--- config.mk ---
export PLATFORM = sky130hd
export DESIGN_NAME = amc_core
export DESIGN_NICKNAME = d
export VERILOG_FILES = /design/src/hw/amc_pkg.sv /design/src/hw/amc_core.sv /design/src/hw/amc_mul17.sv
export SDC_FILE = /design/constraint.sdc
export NUM_CORES = 1
export LEC_CHECK = 0
export BUFFER_PORTS_ARGS = -buffer_cell sky130_fd_sc_hd__buf_2
export CELL_PAD_IN_SITES_DETAIL_PLACEMENT = 1
export CELL_PAD_IN_SITES_GLOBAL_PLACEMENT = 1
export CORE_UTILIZATION = 45
export DETAILED_ROUTE_END_ITERATION = 8
export HOLD_SLACK_MARGIN = 0.12
export PLACE_DENSITY_LB_ADDON = 0.1
export REMOVE_ABC_BUFFERS = 1
export SYNTH_ARGS = -nofsm -noshare
export SYNTH_HDL_FRONTEND = slang
export SYNTH_SLANG_ARGS = --single-unit
--- constraint.sdc ---
create_clock -name sys_clk -period 4.2 [get_ports sys_clk]
set_input_delay 0.21 -clock sys_clk [delete_from_list [all_inputs] [get_ports sys_clk]]
set_output_delay 0.21 -clock sys_clk [all_outputs]
set_load 0.02 [all_outputs]
--- src/hw/amc_pkg.sv ---
// package for the alu and multiplier core: offsets, layouts, encodings
package amc_pkg;

	localparam int AMC_WORD_W = 16;

	// register port offsets (word addresses on the plain register port)
	localparam logic [3:0] AMC_OFF_CONTROL = 4'h0;
	localparam logic [3:0] AMC_OFF_FLAGS = 4'h1;
	localparam logic [3:0] AMC_OFF_PRIORITY = 4'h2;
	localparam logic [3:0] AMC_OFF_RESULT = 4'h3;
	localparam logic [3:0] AMC_OFF_PROD_HI = 4'h4;
	localparam logic [3:0] AMC_OFF_REMAINDER = 4'h5;

	// control register field positions and reset value
	localparam int AMC_CTL_PRIO_BIT = 3;
	localparam int AMC_CTL_WINDOW_BIT = 2;
	localparam logic [15:0] AMC_CTL_RESET = 16'h0000;
	localparam logic [3:0] AMC_PRIO_LIMIT = 4'h7;

	// flag word field positions
	localparam int AMC_FLG_CARRY = 0;
	localparam int AMC_FLG_ZERO = 1;
	localparam int AMC_FLG_WRAP = 2;
	localparam int AMC_FLG_NEG = 3;
	localparam int AMC_FLG_NIBBLE = 8;
	localparam logic [15:0] AMC_FLG_RESET = 16'h0000;

	// divider step count, one quotient bit per cycle
	localparam logic [4:0] AMC_DIV_STEPS = 5'h10;

	typedef enum logic [3:0] {
		AMC_OP_ADD,
		AMC_OP_ADDC,
		AMC_OP_SUB,
		AMC_OP_SUBB,
		AMC_OP_AND,
		AMC_OP_OR,
		AMC_OP_XOR,
		AMC_OP_SHL,
		AMC_OP_SHR,
		AMC_OP_ASR,
		AMC_OP_MUL,
		AMC_OP_DIVU,
		AMC_OP_DIVS
	} amc_op_t;

	typedef enum logic [2:0] {
		AMC_MUL_SS,
		AMC_MUL_UU,
		AMC_MUL_SU_LIT,
		AMC_MUL_UU_LIT,
		AMC_MUL_US,
		AMC_MUL_SU,
		AMC_MUL_BYTE
	} amc_mul_mode_t;

	typedef enum logic {
		AMC_SRC_WREG,
		AMC_SRC_DMEM
	} amc_src_t;

	// one operation request from the decoder
	typedef struct packed {
		amc_op_t op;
		amc_mul_mode_t mul_mode;
		logic byte_mode;
		amc_src_t dst;
		logic [15:0] opa;
		logic [15:0] opb;
	} amc_req_t;

	// one result toward register array or data memory
	typedef struct packed {
		amc_src_t dst;
		logic [15:0] low;
		logic [15:0] high;
		logic [15:0] flags;
	} amc_rsp_t;

endpackage : amc_pkg

--- src/hw/amc_core.sv ---
// alu, multiplier, divider and cpu control bits of the core
// Function
// - sixteen-bit add, subtract, shift and logic
// - arithmetic uses two's complement numbers
// - update carry, zero, negative, wrap, nibble flags
// - subtraction carry and nibble mean not-borrow
// - byte or word width per instruction
// - operands and results: register array or memory
// - hardware multiplier and sixteen-bit divisor division
// - multiplier is seventeen by seventeen array
// - signed, unsigned, mixed, literal and byte modes
// - control bit 3 shows priority above seven
// - that bit set blocks user interrupts
// - control bit 2 maps program into data
// - other control bits read as zero
`timescale 1ns/1ps
module amc_core
	import amc_pkg::*;
(
	input wire logic sys_clk,
	input wire logic rst_n,
	input wire logic req_valid,
	input wire amc_req_t req,
	input wire logic [3:0] cpu_priority,
	input wire logic user_irq_req,
	input wire logic [3:0] reg_addr,
	input wire logic [15:0] reg_wdata,
	input wire logic reg_wr,
	input wire logic reg_rd,
	output logic [15:0] reg_rdata,
	output logic rsp_valid,
	output amc_rsp_t rsp,
	output logic busy,
	output logic wreg_we,
	output logic dmem_we,
	output logic user_irq_take,
	output logic program_space_window_enable
);

	typedef enum logic [1:0] {
		AMC_ST_IDLE,
		AMC_ST_DIV,
		AMC_ST_DIV_DONE
	} amc_state_t;

	amc_state_t state_q;
	logic [15:0] alu_flag_word_q;
	logic priority_above_seven_status_q;
	logic [15:0] res_lo_q;
	logic [15:0] res_hi_q;
	logic [15:0] rem_q;
	logic [15:0] rdata_q;
	logic rsp_valid_q;
	amc_rsp_t rsp_q;
	logic wreg_we_q;
	logic dmem_we_q;
	logic irq_take_q;
	logic window_q;
	logic busy_q;
	logic [31:0] mul_product;
	logic [15:0] alu_res;
	logic [15:0] flags_d;
	logic alu_carry;
	logic alu_nibble;
	logic alu_wrap;
	logic [16:0] sum17;
	logic [4:0] nib5;
	logic [15:0] b_eff;
	logic cin;
	logic is_sub;
	logic msb_res;
	logic [15:0] div_rem_q;
	logic [15:0] div_quo_q;
	logic [15:0] div_den_q;
	logic [4:0] div_cnt_q;
	logic div_neg_q;
	logic div_rneg_q;
	amc_src_t div_dst_q;
	logic [16:0] div_trial;
	logic [15:0] div_shift;
	logic [15:0] ctl_view;

	// one shared 17x17 array serves every multiply mode
	amc_mul17 u_mul (
		.opa(req.opa),
		.opb(req.opb),
		.mode(req.mul_mode),
		.product(mul_product)
	);

	// adder, logic and shifter; subtract is add of inverted b plus one
	always_comb
	begin
		is_sub = (req.op == AMC_OP_SUB) || (req.op == AMC_OP_SUBB);
		b_eff = is_sub ? ~req.opb : req.opb;
		case (req.op)
			AMC_OP_SUB: cin = 1'b1;
			AMC_OP_ADDC, AMC_OP_SUBB: cin = alu_flag_word_q[AMC_FLG_CARRY];
			default: cin = 1'b0;
		endcase
		sum17 = {1'b0, req.opa} + {1'b0, b_eff} + {16'h0000, cin};
		nib5 = {1'b0, req.opa[3:0]} + {1'b0, b_eff[3:0]} + {4'h0, cin};
		alu_res = sum17[15:0];
		alu_carry = req.byte_mode ? (req.opa[8] ^ b_eff[8] ^ sum17[8]) : sum17[16];
		alu_nibble = nib5[4]; // inverted b makes this a not-borrow
		alu_wrap = 1'b0;
		case (req.op)
			AMC_OP_AND: alu_res = req.opa & req.opb;
			AMC_OP_OR: alu_res = req.opa | req.opb;
			AMC_OP_XOR: alu_res = req.opa ^ req.opb;
			AMC_OP_SHL:
			begin
				alu_res = {req.opa[14:0], 1'b0};
				alu_carry = req.byte_mode ? req.opa[7] : req.opa[15];
			end
			AMC_OP_SHR:
			begin
				alu_res = req.byte_mode ? {8'h00, 1'b0, req.opa[7:1]} : {1'b0, req.opa[15:1]};
				alu_carry = req.opa[0];
			end
			AMC_OP_ASR:
			begin
				alu_res = req.byte_mode ? {8'h00, req.opa[7], req.opa[7:1]} : {req.opa[15], req.opa[15:1]};
				alu_carry = req.opa[0];
			end
			default:
			begin
				// signed wrap when operand signs agree and result differs
				if (req.byte_mode)
					alu_wrap = (req.opa[7] == b_eff[7]) && (sum17[7] != req.opa[7]);
				else
					alu_wrap = (req.opa[15] == b_eff[15]) && (sum17[15] != req.opa[15]);
			end
		endcase
		if (req.byte_mode)
			alu_res = {8'h00, alu_res[7:0]};
		msb_res = req.byte_mode ? alu_res[7] : alu_res[15];
	end

	// flag update per operation class; logic ops keep carry and wrap
	always_comb
	begin
		flags_d = alu_flag_word_q;
		flags_d[AMC_FLG_ZERO] = req.byte_mode ? (alu_res[7:0] == 8'h00) : (alu_res == 16'h0000);
		flags_d[AMC_FLG_NEG] = msb_res;
		case (req.op)
			AMC_OP_ADD, AMC_OP_ADDC, AMC_OP_SUB, AMC_OP_SUBB:
			begin
				flags_d[AMC_FLG_CARRY] = alu_carry;
				flags_d[AMC_FLG_NIBBLE] = alu_nibble;
				flags_d[AMC_FLG_WRAP] = alu_wrap;
			end
			AMC_OP_SHL, AMC_OP_SHR, AMC_OP_ASR: flags_d[AMC_FLG_CARRY] = alu_carry;
			default: ;
		endcase
	end

	// restoring division step on the running remainder
	assign div_shift = {div_rem_q[14:0], div_quo_q[15]};
	assign div_trial = {1'b0, div_shift} - {1'b0, div_den_q};

	// operation sequencer: alu and multiply in one cycle, divide in sixteen steps with the result eighteen cycles after the request
	always_ff @(posedge sys_clk or negedge rst_n)
	begin
		if (!rst_n)
		begin
			state_q <= AMC_ST_IDLE;
			div_cnt_q <= 5'h00;
			div_rem_q <= 16'h0000;
			div_quo_q <= 16'h0000;
			div_den_q <= 16'h0000;
			div_neg_q <= 1'b0;
			div_rneg_q <= 1'b0;
			div_dst_q <= AMC_SRC_WREG;
		end
		else
		begin
			case (state_q)
				AMC_ST_IDLE:
				begin
					if (req_valid && (req.op == AMC_OP_DIVU || req.op == AMC_OP_DIVS))
					begin
						// signed divide runs on magnitudes, signs fixed at the end
						div_neg_q <= (req.op == AMC_OP_DIVS) && (req.opa[15] ^ req.opb[15]);
						div_rneg_q <= (req.op == AMC_OP_DIVS) && req.opa[15];
						div_quo_q <= (req.op == AMC_OP_DIVS && req.opa[15]) ? -req.opa : req.opa;
						div_den_q <= (req.op == AMC_OP_DIVS && req.opb[15]) ? -req.opb : req.opb;
						div_rem_q <= 16'h0000;
						div_cnt_q <= AMC_DIV_STEPS;
						div_dst_q <= req.dst;
						state_q <= AMC_ST_DIV;
					end
				end
				AMC_ST_DIV:
				begin
					if (div_trial[16])
					begin
						div_rem_q <= div_shift;
						div_quo_q <= {div_quo_q[14:0], 1'b0};
					end
					else
					begin
						div_rem_q <= div_trial[15:0];
						div_quo_q <= {div_quo_q[14:0], 1'b1};
					end
					div_cnt_q <= div_cnt_q - 5'h01;
					if (div_cnt_q == 5'h01)
						state_q <= AMC_ST_DIV_DONE;
				end
				AMC_ST_DIV_DONE: state_q <= AMC_ST_IDLE;
				default: state_q <= AMC_ST_IDLE;
			endcase
		end
	end

	// result registers and write steering toward register array or memory
	always_ff @(posedge sys_clk or negedge rst_n)
	begin
		if (!rst_n)
		begin
			rsp_valid_q <= 1'b0;
			rsp_q <= '0;
			res_lo_q <= 16'h0000;
			res_hi_q <= 16'h0000;
			rem_q <= 16'h0000;
			wreg_we_q <= 1'b0;
			dmem_we_q <= 1'b0;
		end
		else
		begin
			rsp_valid_q <= 1'b0;
			wreg_we_q <= 1'b0;
			dmem_we_q <= 1'b0;
			if (state_q == AMC_ST_IDLE && req_valid && req.op != AMC_OP_DIVU && req.op != AMC_OP_DIVS)
			begin
				rsp_valid_q <= 1'b1;
				rsp_q.dst <= req.dst;
				wreg_we_q <= (req.dst == AMC_SRC_WREG);
				dmem_we_q <= (req.dst == AMC_SRC_DMEM);
				if (req.op == AMC_OP_MUL)
				begin
					// byte mode yields 16 bits, word modes 32 bits
					rsp_q.low <= mul_product[15:0];
					rsp_q.high <= (req.mul_mode == AMC_MUL_BYTE) ? 16'h0000 : mul_product[31:16];
					rsp_q.flags <= alu_flag_word_q;
					res_lo_q <= mul_product[15:0];
					res_hi_q <= (req.mul_mode == AMC_MUL_BYTE) ? 16'h0000 : mul_product[31:16];
				end
				else
				begin
					rsp_q.low <= alu_res;
					rsp_q.high <= 16'h0000;
					rsp_q.flags <= flags_d;
					res_lo_q <= alu_res;
					res_hi_q <= 16'h0000;
				end
			end
			else if (state_q == AMC_ST_DIV_DONE)
			begin
				rsp_valid_q <= 1'b1;
				rsp_q.dst <= div_dst_q;
				wreg_we_q <= (div_dst_q == AMC_SRC_WREG);
				dmem_we_q <= (div_dst_q == AMC_SRC_DMEM);
				rsp_q.low <= div_neg_q ? -div_quo_q : div_quo_q;
				rsp_q.high <= div_rneg_q ? -div_rem_q : div_rem_q;
				rsp_q.flags <= alu_flag_word_q;
				res_lo_q <= div_neg_q ? -div_quo_q : div_quo_q;
				res_hi_q <= 16'h0000;
				rem_q <= div_rneg_q ? -div_rem_q : div_rem_q;
			end
		end
	end

	// status flag word: alu results win over a software write in the same cycle
	always_ff @(posedge sys_clk or negedge rst_n)
	begin
		if (!rst_n)
			alu_flag_word_q <= AMC_FLG_RESET;
		else if (state_q == AMC_ST_IDLE && req_valid && req.op != AMC_OP_MUL
			&& req.op != AMC_OP_DIVU && req.op != AMC_OP_DIVS)
			alu_flag_word_q <= flags_d;
		else if (reg_wr && reg_addr == AMC_OFF_FLAGS)
			alu_flag_word_q <= reg_wdata;
	end

	// priority status bit: hardware set wins over a software clear
	always_ff @(posedge sys_clk or negedge rst_n)
	begin
		if (!rst_n)
			priority_above_seven_status_q <= 1'b0;
		else if (cpu_priority > AMC_PRIO_LIMIT)
			priority_above_seven_status_q <= 1'b1;
		else if (reg_wr && reg_addr == AMC_OFF_CONTROL && !reg_wdata[AMC_CTL_PRIO_BIT])
			priority_above_seven_status_q <= 1'b0; // clearable
		else
			priority_above_seven_status_q <= 1'b0;
	end

	// program-space window bit, plain read/write
	always_ff @(posedge sys_clk or negedge rst_n)
	begin
		if (!rst_n)
			window_q <= AMC_CTL_RESET[AMC_CTL_WINDOW_BIT];
		else if (reg_wr && reg_addr == AMC_OFF_CONTROL)
			window_q <= reg_wdata[AMC_CTL_WINDOW_BIT];
	end

	// interrupt gate and busy flag, registered for clean outputs
	always_ff @(posedge sys_clk or negedge rst_n)
	begin
		if (!rst_n)
		begin
			irq_take_q <= 1'b0;
			busy_q <= 1'b0;
		end
		else
		begin
			irq_take_q <= user_irq_req && !(cpu_priority > AMC_PRIO_LIMIT);
			busy_q <= (state_q == AMC_ST_IDLE) ? (req_valid && (req.op == AMC_OP_DIVU || req.op == AMC_OP_DIVS))
				: (state_q == AMC_ST_DIV);
		end
	end

	// control view with unimplemented bits forced low
	always_comb
	begin
		ctl_view = 16'h0000;
		ctl_view[AMC_CTL_PRIO_BIT] = priority_above_seven_status_q;
		ctl_view[AMC_CTL_WINDOW_BIT] = window_q;
	end

	// register read port, data one cycle after the strobe; unmapped reads zero
	always_ff @(posedge sys_clk or negedge rst_n)
	begin
		if (!rst_n)
			rdata_q <= 16'h0000;
		else if (reg_rd)
		begin
			case (reg_addr)
				AMC_OFF_CONTROL: rdata_q <= ctl_view;
				AMC_OFF_FLAGS: rdata_q <= alu_flag_word_q;
				AMC_OFF_PRIORITY: rdata_q <= {12'h000, cpu_priority};
				AMC_OFF_RESULT: rdata_q <= res_lo_q;
				AMC_OFF_PROD_HI: rdata_q <= res_hi_q;
				AMC_OFF_REMAINDER: rdata_q <= rem_q;
				default: rdata_q <= 16'h0000;
			endcase
		end
		else
			rdata_q <= 16'h0000;
	end

	assign reg_rdata = rdata_q;
	assign rsp_valid = rsp_valid_q;
	assign rsp = rsp_q;
	assign busy = busy_q;
	assign wreg_we = wreg_we_q;
	assign dmem_we = dmem_we_q;
	assign user_irq_take = irq_take_q;
	assign program_space_window_enable = window_q;

endmodule : amc_core

--- src/hw/amc_mul17.sv ---
// 17x17 signed array multiplier with per-operand sign extension
`timescale 1ns/1ps
module amc_mul17
	import amc_pkg::*;
(
	input wire logic [15:0] opa,
	input wire logic [15:0] opb,
	input wire amc_mul_mode_t mode,
	output logic [31:0] product
);

	logic a_signed;
	logic b_signed;
	logic [16:0] a_ext;
	logic [16:0] b_ext;
	logic signed [33:0] full;

	// pick operand signedness; literal and byte modes mask the b operand
	always_comb
	begin
		a_signed = 1'b0;
		b_signed = 1'b0;
		a_ext = {1'b0, opa};
		b_ext = {1'b0, opb};
		case (mode)
			AMC_MUL_SS:
			begin
				a_signed = 1'b1;
				b_signed = 1'b1;
			end
			AMC_MUL_SU_LIT:
			begin
				a_signed = 1'b1;
				b_ext = {12'h000, opb[4:0]};
			end
			AMC_MUL_UU_LIT: b_ext = {12'h000, opb[4:0]};
			AMC_MUL_US: b_signed = 1'b1;
			AMC_MUL_SU: a_signed = 1'b1;
			AMC_MUL_BYTE:
			begin
				a_ext = {9'h000, opa[7:0]};
				b_ext = {9'h000, opb[7:0]};
			end
			default: ;
		endcase
		if (a_signed)
			a_ext[16] = opa[15];
		if (b_signed)
			b_ext[16] = opb[15];
	end

	// the 17th bit lets one signed array cover every sign mix
	assign full = $signed(a_ext) * $signed(b_ext);
	assign product = full[31:0];

endmodule : amc_mul17

==> load_flow_metrics.sql <==
INSERT INTO impl_metrics (metric_group, metric, value, unit) VALUES
('synthesis', 'synth-edff-count', '0', ''),
('synthesis', 'synthMuxAreaShare', '2.64', '%'),
('placed_design', 'placement.io_buffers', '141', ''),
('placed_design', 'hpwl', '74900', 'um'),
('synthesis', 'yosys_register_bits', '178', ''),
('grt', 'grt_pass1_vias', '23100', ''),
('cts', 'clock_tree.root_cell', 'clkbuf_16', ''),
('power', 'power_report.internal_total', '12.9', 'mW'),
('synthesis', 'synth_async_sr_flop_share', '100', '%'),
('setup_path', 'critical_path.reg2reg.endpoint', 'rsp[1]', ''),
('status', 'status', 'complete, but fails checks', ''),
('routing', 'drc', '0', ''),
('synthesis', 'ys_dominant_reg_cell', 'dfrtp_1', ''),
('finish', 'finalNetCount', '3496', ''),
('routing', 'dr_total_vias', '21100', ''),
('cts', 'cts_tree', 'done', ''),
('cts', 'max-clock-path-buffers', '2', ''),
('synthesis', 'synth_top_area_share', '25.8', '%'),
('synthesis', 'yosys-top-cells-count', 'inv_1 (357), nand2_1 (337), fa_1 (285)', ''),
('power', 'post-layout-total-power', '25.8', 'mW'),
('finish', 'layout-drive-gt1-share', '29.2', '%'),
('setup_path', 'cpMostUsedCell', 'fa_1', ''),
('synthesis', 'syn-cell-area', '0.0221', 'sq mm'),
('setup_path', 'critical_path.n_buffers_inverters', '11', ''),
('routing', 'antenna_violating_nets_post_route', '0', ''),
('setup_path', 'number_of_cells_on_the_worst_reg_to_reg_path', '15', ''),
('floorplan', 'die_width', '223', 'um'),
('grt', 'grt_overflow', '0', ''),
('synthesis', 'ys_warn_count', '0', ''),
('timing', 'report.final.setup_viol', '41', ''),
('finish', 'storage_element_area', '0.00445', 'sq mm'),
('setup_path', 'worst_path_dominant_cell_family', 'adder cells', ''),
('finish', 'layout.filler_cells', '5508', ''),
('timing', 'final_hold_viol_count', '0', ''),
('power', 'switchingPower', '12.8', 'mW'),
('floorplan', 'start_util', '46.0', '%'),
('floorplan', 'core_region_area', '0.0480', 'sq mm'),
('timing', 'worst_slack', '-1.76', 'ns'),
('floorplan', 'ioPinCount', '142', ''),
('cts', 'clock_tree.htree_level_count', '4', ''),
('min_path', 'min_delay_path_depth', '3', ''),
('synthesis', 'synth.largest_area_cell', 'fa_1', ''),
('min_path', 'min_delay_worst_endpoint', 'reg_rdata[2]', ''),
('timing', 'achievable-frequency', '0.168', 'GHz'),
('setup_path', 'ff2ff_setup_slack', '0.19', 'ns'),
('timing', 'final.setup_skew', '0.0188', 'ns'),
('placed_design', 'place_congestion', '0.976', ''),
('setup_path', 'timing.rr.start', 'alu_flag_word_q[0]', ''),
('setup_path', 'crit_path_top_delay_cell', 'fa_1', ''),
('setup_path', 'worstSetupEndpointType', 'register', ''),
('routing', 'avgViaCountPerCell', '5.84', ''),
('timing', 'timing.final.crit_period', '5.96', 'ns'),
('routing', 'drt-wirelength-per-cell', '26.1', 'um'),
('finish', 'diodes', '0', ''),
('synthesis', 'syn-mean-instance-area', '8.71', 'sq um'),
('timing', 'least_margin_pin_slew', '1.20', 'ns'),
('grt', 'groute.usage.overall', '37.8', '%'),
('synthesis', 'area_fraction_in_compound_gates_after_synthesis', '14.4', '%'),
('timing', 'hold_slack', '0.142', 'ns'),
('synthesis', 'synthTopCellsByArea', 'fa_1 (26%), dfrtp_1 (20%), ha_1 (8.6%), inv_1 (6.1%), nand2_1 (5.7%)', ''),
('finish', 'combined_area_of_the_multi_input_logic_cells', '0.0172', 'sq mm'),
('synthesis', 'synth_adder_area_share', '34.4', '%'),
('min_path', 'holdCritPathClass', 'in -> reg', ''),
('floorplan', 'placement_rows', '80', ''),
('floorplan', 'die-area', '0.0500', 'sq mm'),
('power', 'power.static_leakage', '13.9', 'nW'),
('status', 'violations', 'setup timing', ''),
('grt', 'grt_start_max_net_pins', '113', ''),
('routing', 'detail_route.first_pass.iterations', '6', ''),
('power', 'seq_power_share', '12.3', '%'),
('floorplan', 'chipHeight', '223', 'um');
[cell families after synthesis]
kind of cell	Yosys count
xor gates and xnor gates	119
AOI/OAI and AO/OA	496
buffers and inverters	479
and+or+nand+nor	788
muxes	40
DFF	178
adders and majority gates	436
[tightest hold or removal path: stages]
cell	delay, ns
buf_2	0.08
a22oi_1	0.07
a31oi_1	0.19
[metrics by stage]
| step | util (%) | instance area (sq um) | worst slack, ns | instances |
|---|---|---|---|---|
| 2_1_floorplan | - | 21600 | -2.28 | 2417 |
| 3_3_place_gp | 53.5 | 25700 | -2.52 | 3506 |
| 3_5_place_dp | 53.5 | 25700 | -2.67 | 3506 |
| 4_1_cts | 58.0 | 27900 | -1.74 | 3595 |
| 5_1_grt | 59.6 | 28600 | -1.91 | 3617 |
| 6_report | 59.6 | 28600 | -1.76 | 3617 |
[area by class of cell]
class	instances	area share [%]
multi-input combinational	1879	60.1
sequential	178	15.6
timing repair buffer	553	14.7
inverter	360	4.77
tap	615	2.69
clock buffer	17	1.49
clock inverter	15	0.699
[state kept, by name, indices dropped and copies added (netlist names), 2 cells and up]
signal,count
div_rem_q,16
res_lo_q,16
reg_rdata,16
rsp,33
div_den_q,16
alu_flag_word_q,16
div_cnt_q,5
state_q,2
rem_q,16
res_hi_q,16
div_quo_q,16
[routing by layer]
metal	vias to the layer above	wire length (um)	global-route usage [%]
met2	747	47500	66.6
met5	-	0	0
li1	9214	-	-
met4	0	4470	16.5
met1	11000	37600	46.9
met3	221	4910	3.78
[timing repair]
| action | 4_1_cts | 5_1_grt |
|---|---|---|
| hold buffers | 22 | 0 |
| endpoints found under the hold margin | 132 | 0 |
| buffers inserted | 35 | 26 |
| gates cloned | 1 | 0 |
| setup endpoints to repair | 44 | 47 |
| pin swaps | 119 | 140 |
| resized for setup | 275 | 160 |
[worst max-delay path by stage]
stage	start	cells past startpoint	slack [ns]	to
floorplan	req[36]	21	-2.28	rsp[30]
global placement	req[36]	24	-2.52	rsp[30]
detailed placement	req[36]	27	-2.67	rsp[31]
CTS	req[34]	27	-1.74	rsp[30]
global route	req[34]	25	-1.91	rsp[30]
finish	req[34]	29	-1.76	rsp[28]
[power by group through the flow]
stage          Combinational (mW)  Clock [mW]  Sequential (mW)
2_1_floorplan                8.59           0             3.13
4_1_cts                      18.1        1.71             3.14
5_1_grt                      22.5        1.77             3.21
3_5_place_dp                 15.3           0             3.17
6_report                     20.9        1.70             3.16
3_3_place_gp                 14.6           0             3.12
[placed cells by master (no fill, tap or decap), drive strengths merged, types with 9 or more instances in the layout]
cell type,synthesis,layout
dlygate4sd3,0,22
nand3,28,28
inv,358,364
buf,24,529
a21o,18,18
nand4,9,9
and2,25,25
xnor2,86,86
a31oi,24,24
a211oi,27,27
o21ai,141,141
fa,285,285
nor2b,12,12
a22oi,51,51
nand2,337,337
or3,10,10
o41ai,10,10
mux2,16,16
clkbuf,95,19
dfrtp,178,178
nand2b,13,13
ha,151,151
and3,10,10
nor2,273,273
o31ai,15,15
nor3,30,30
mux2i,11,11
o21a,16,16
a21oi,116,116
xor2,33,33
mux4,13,13
Note: power is estimated with default switching activity, not from simulation.
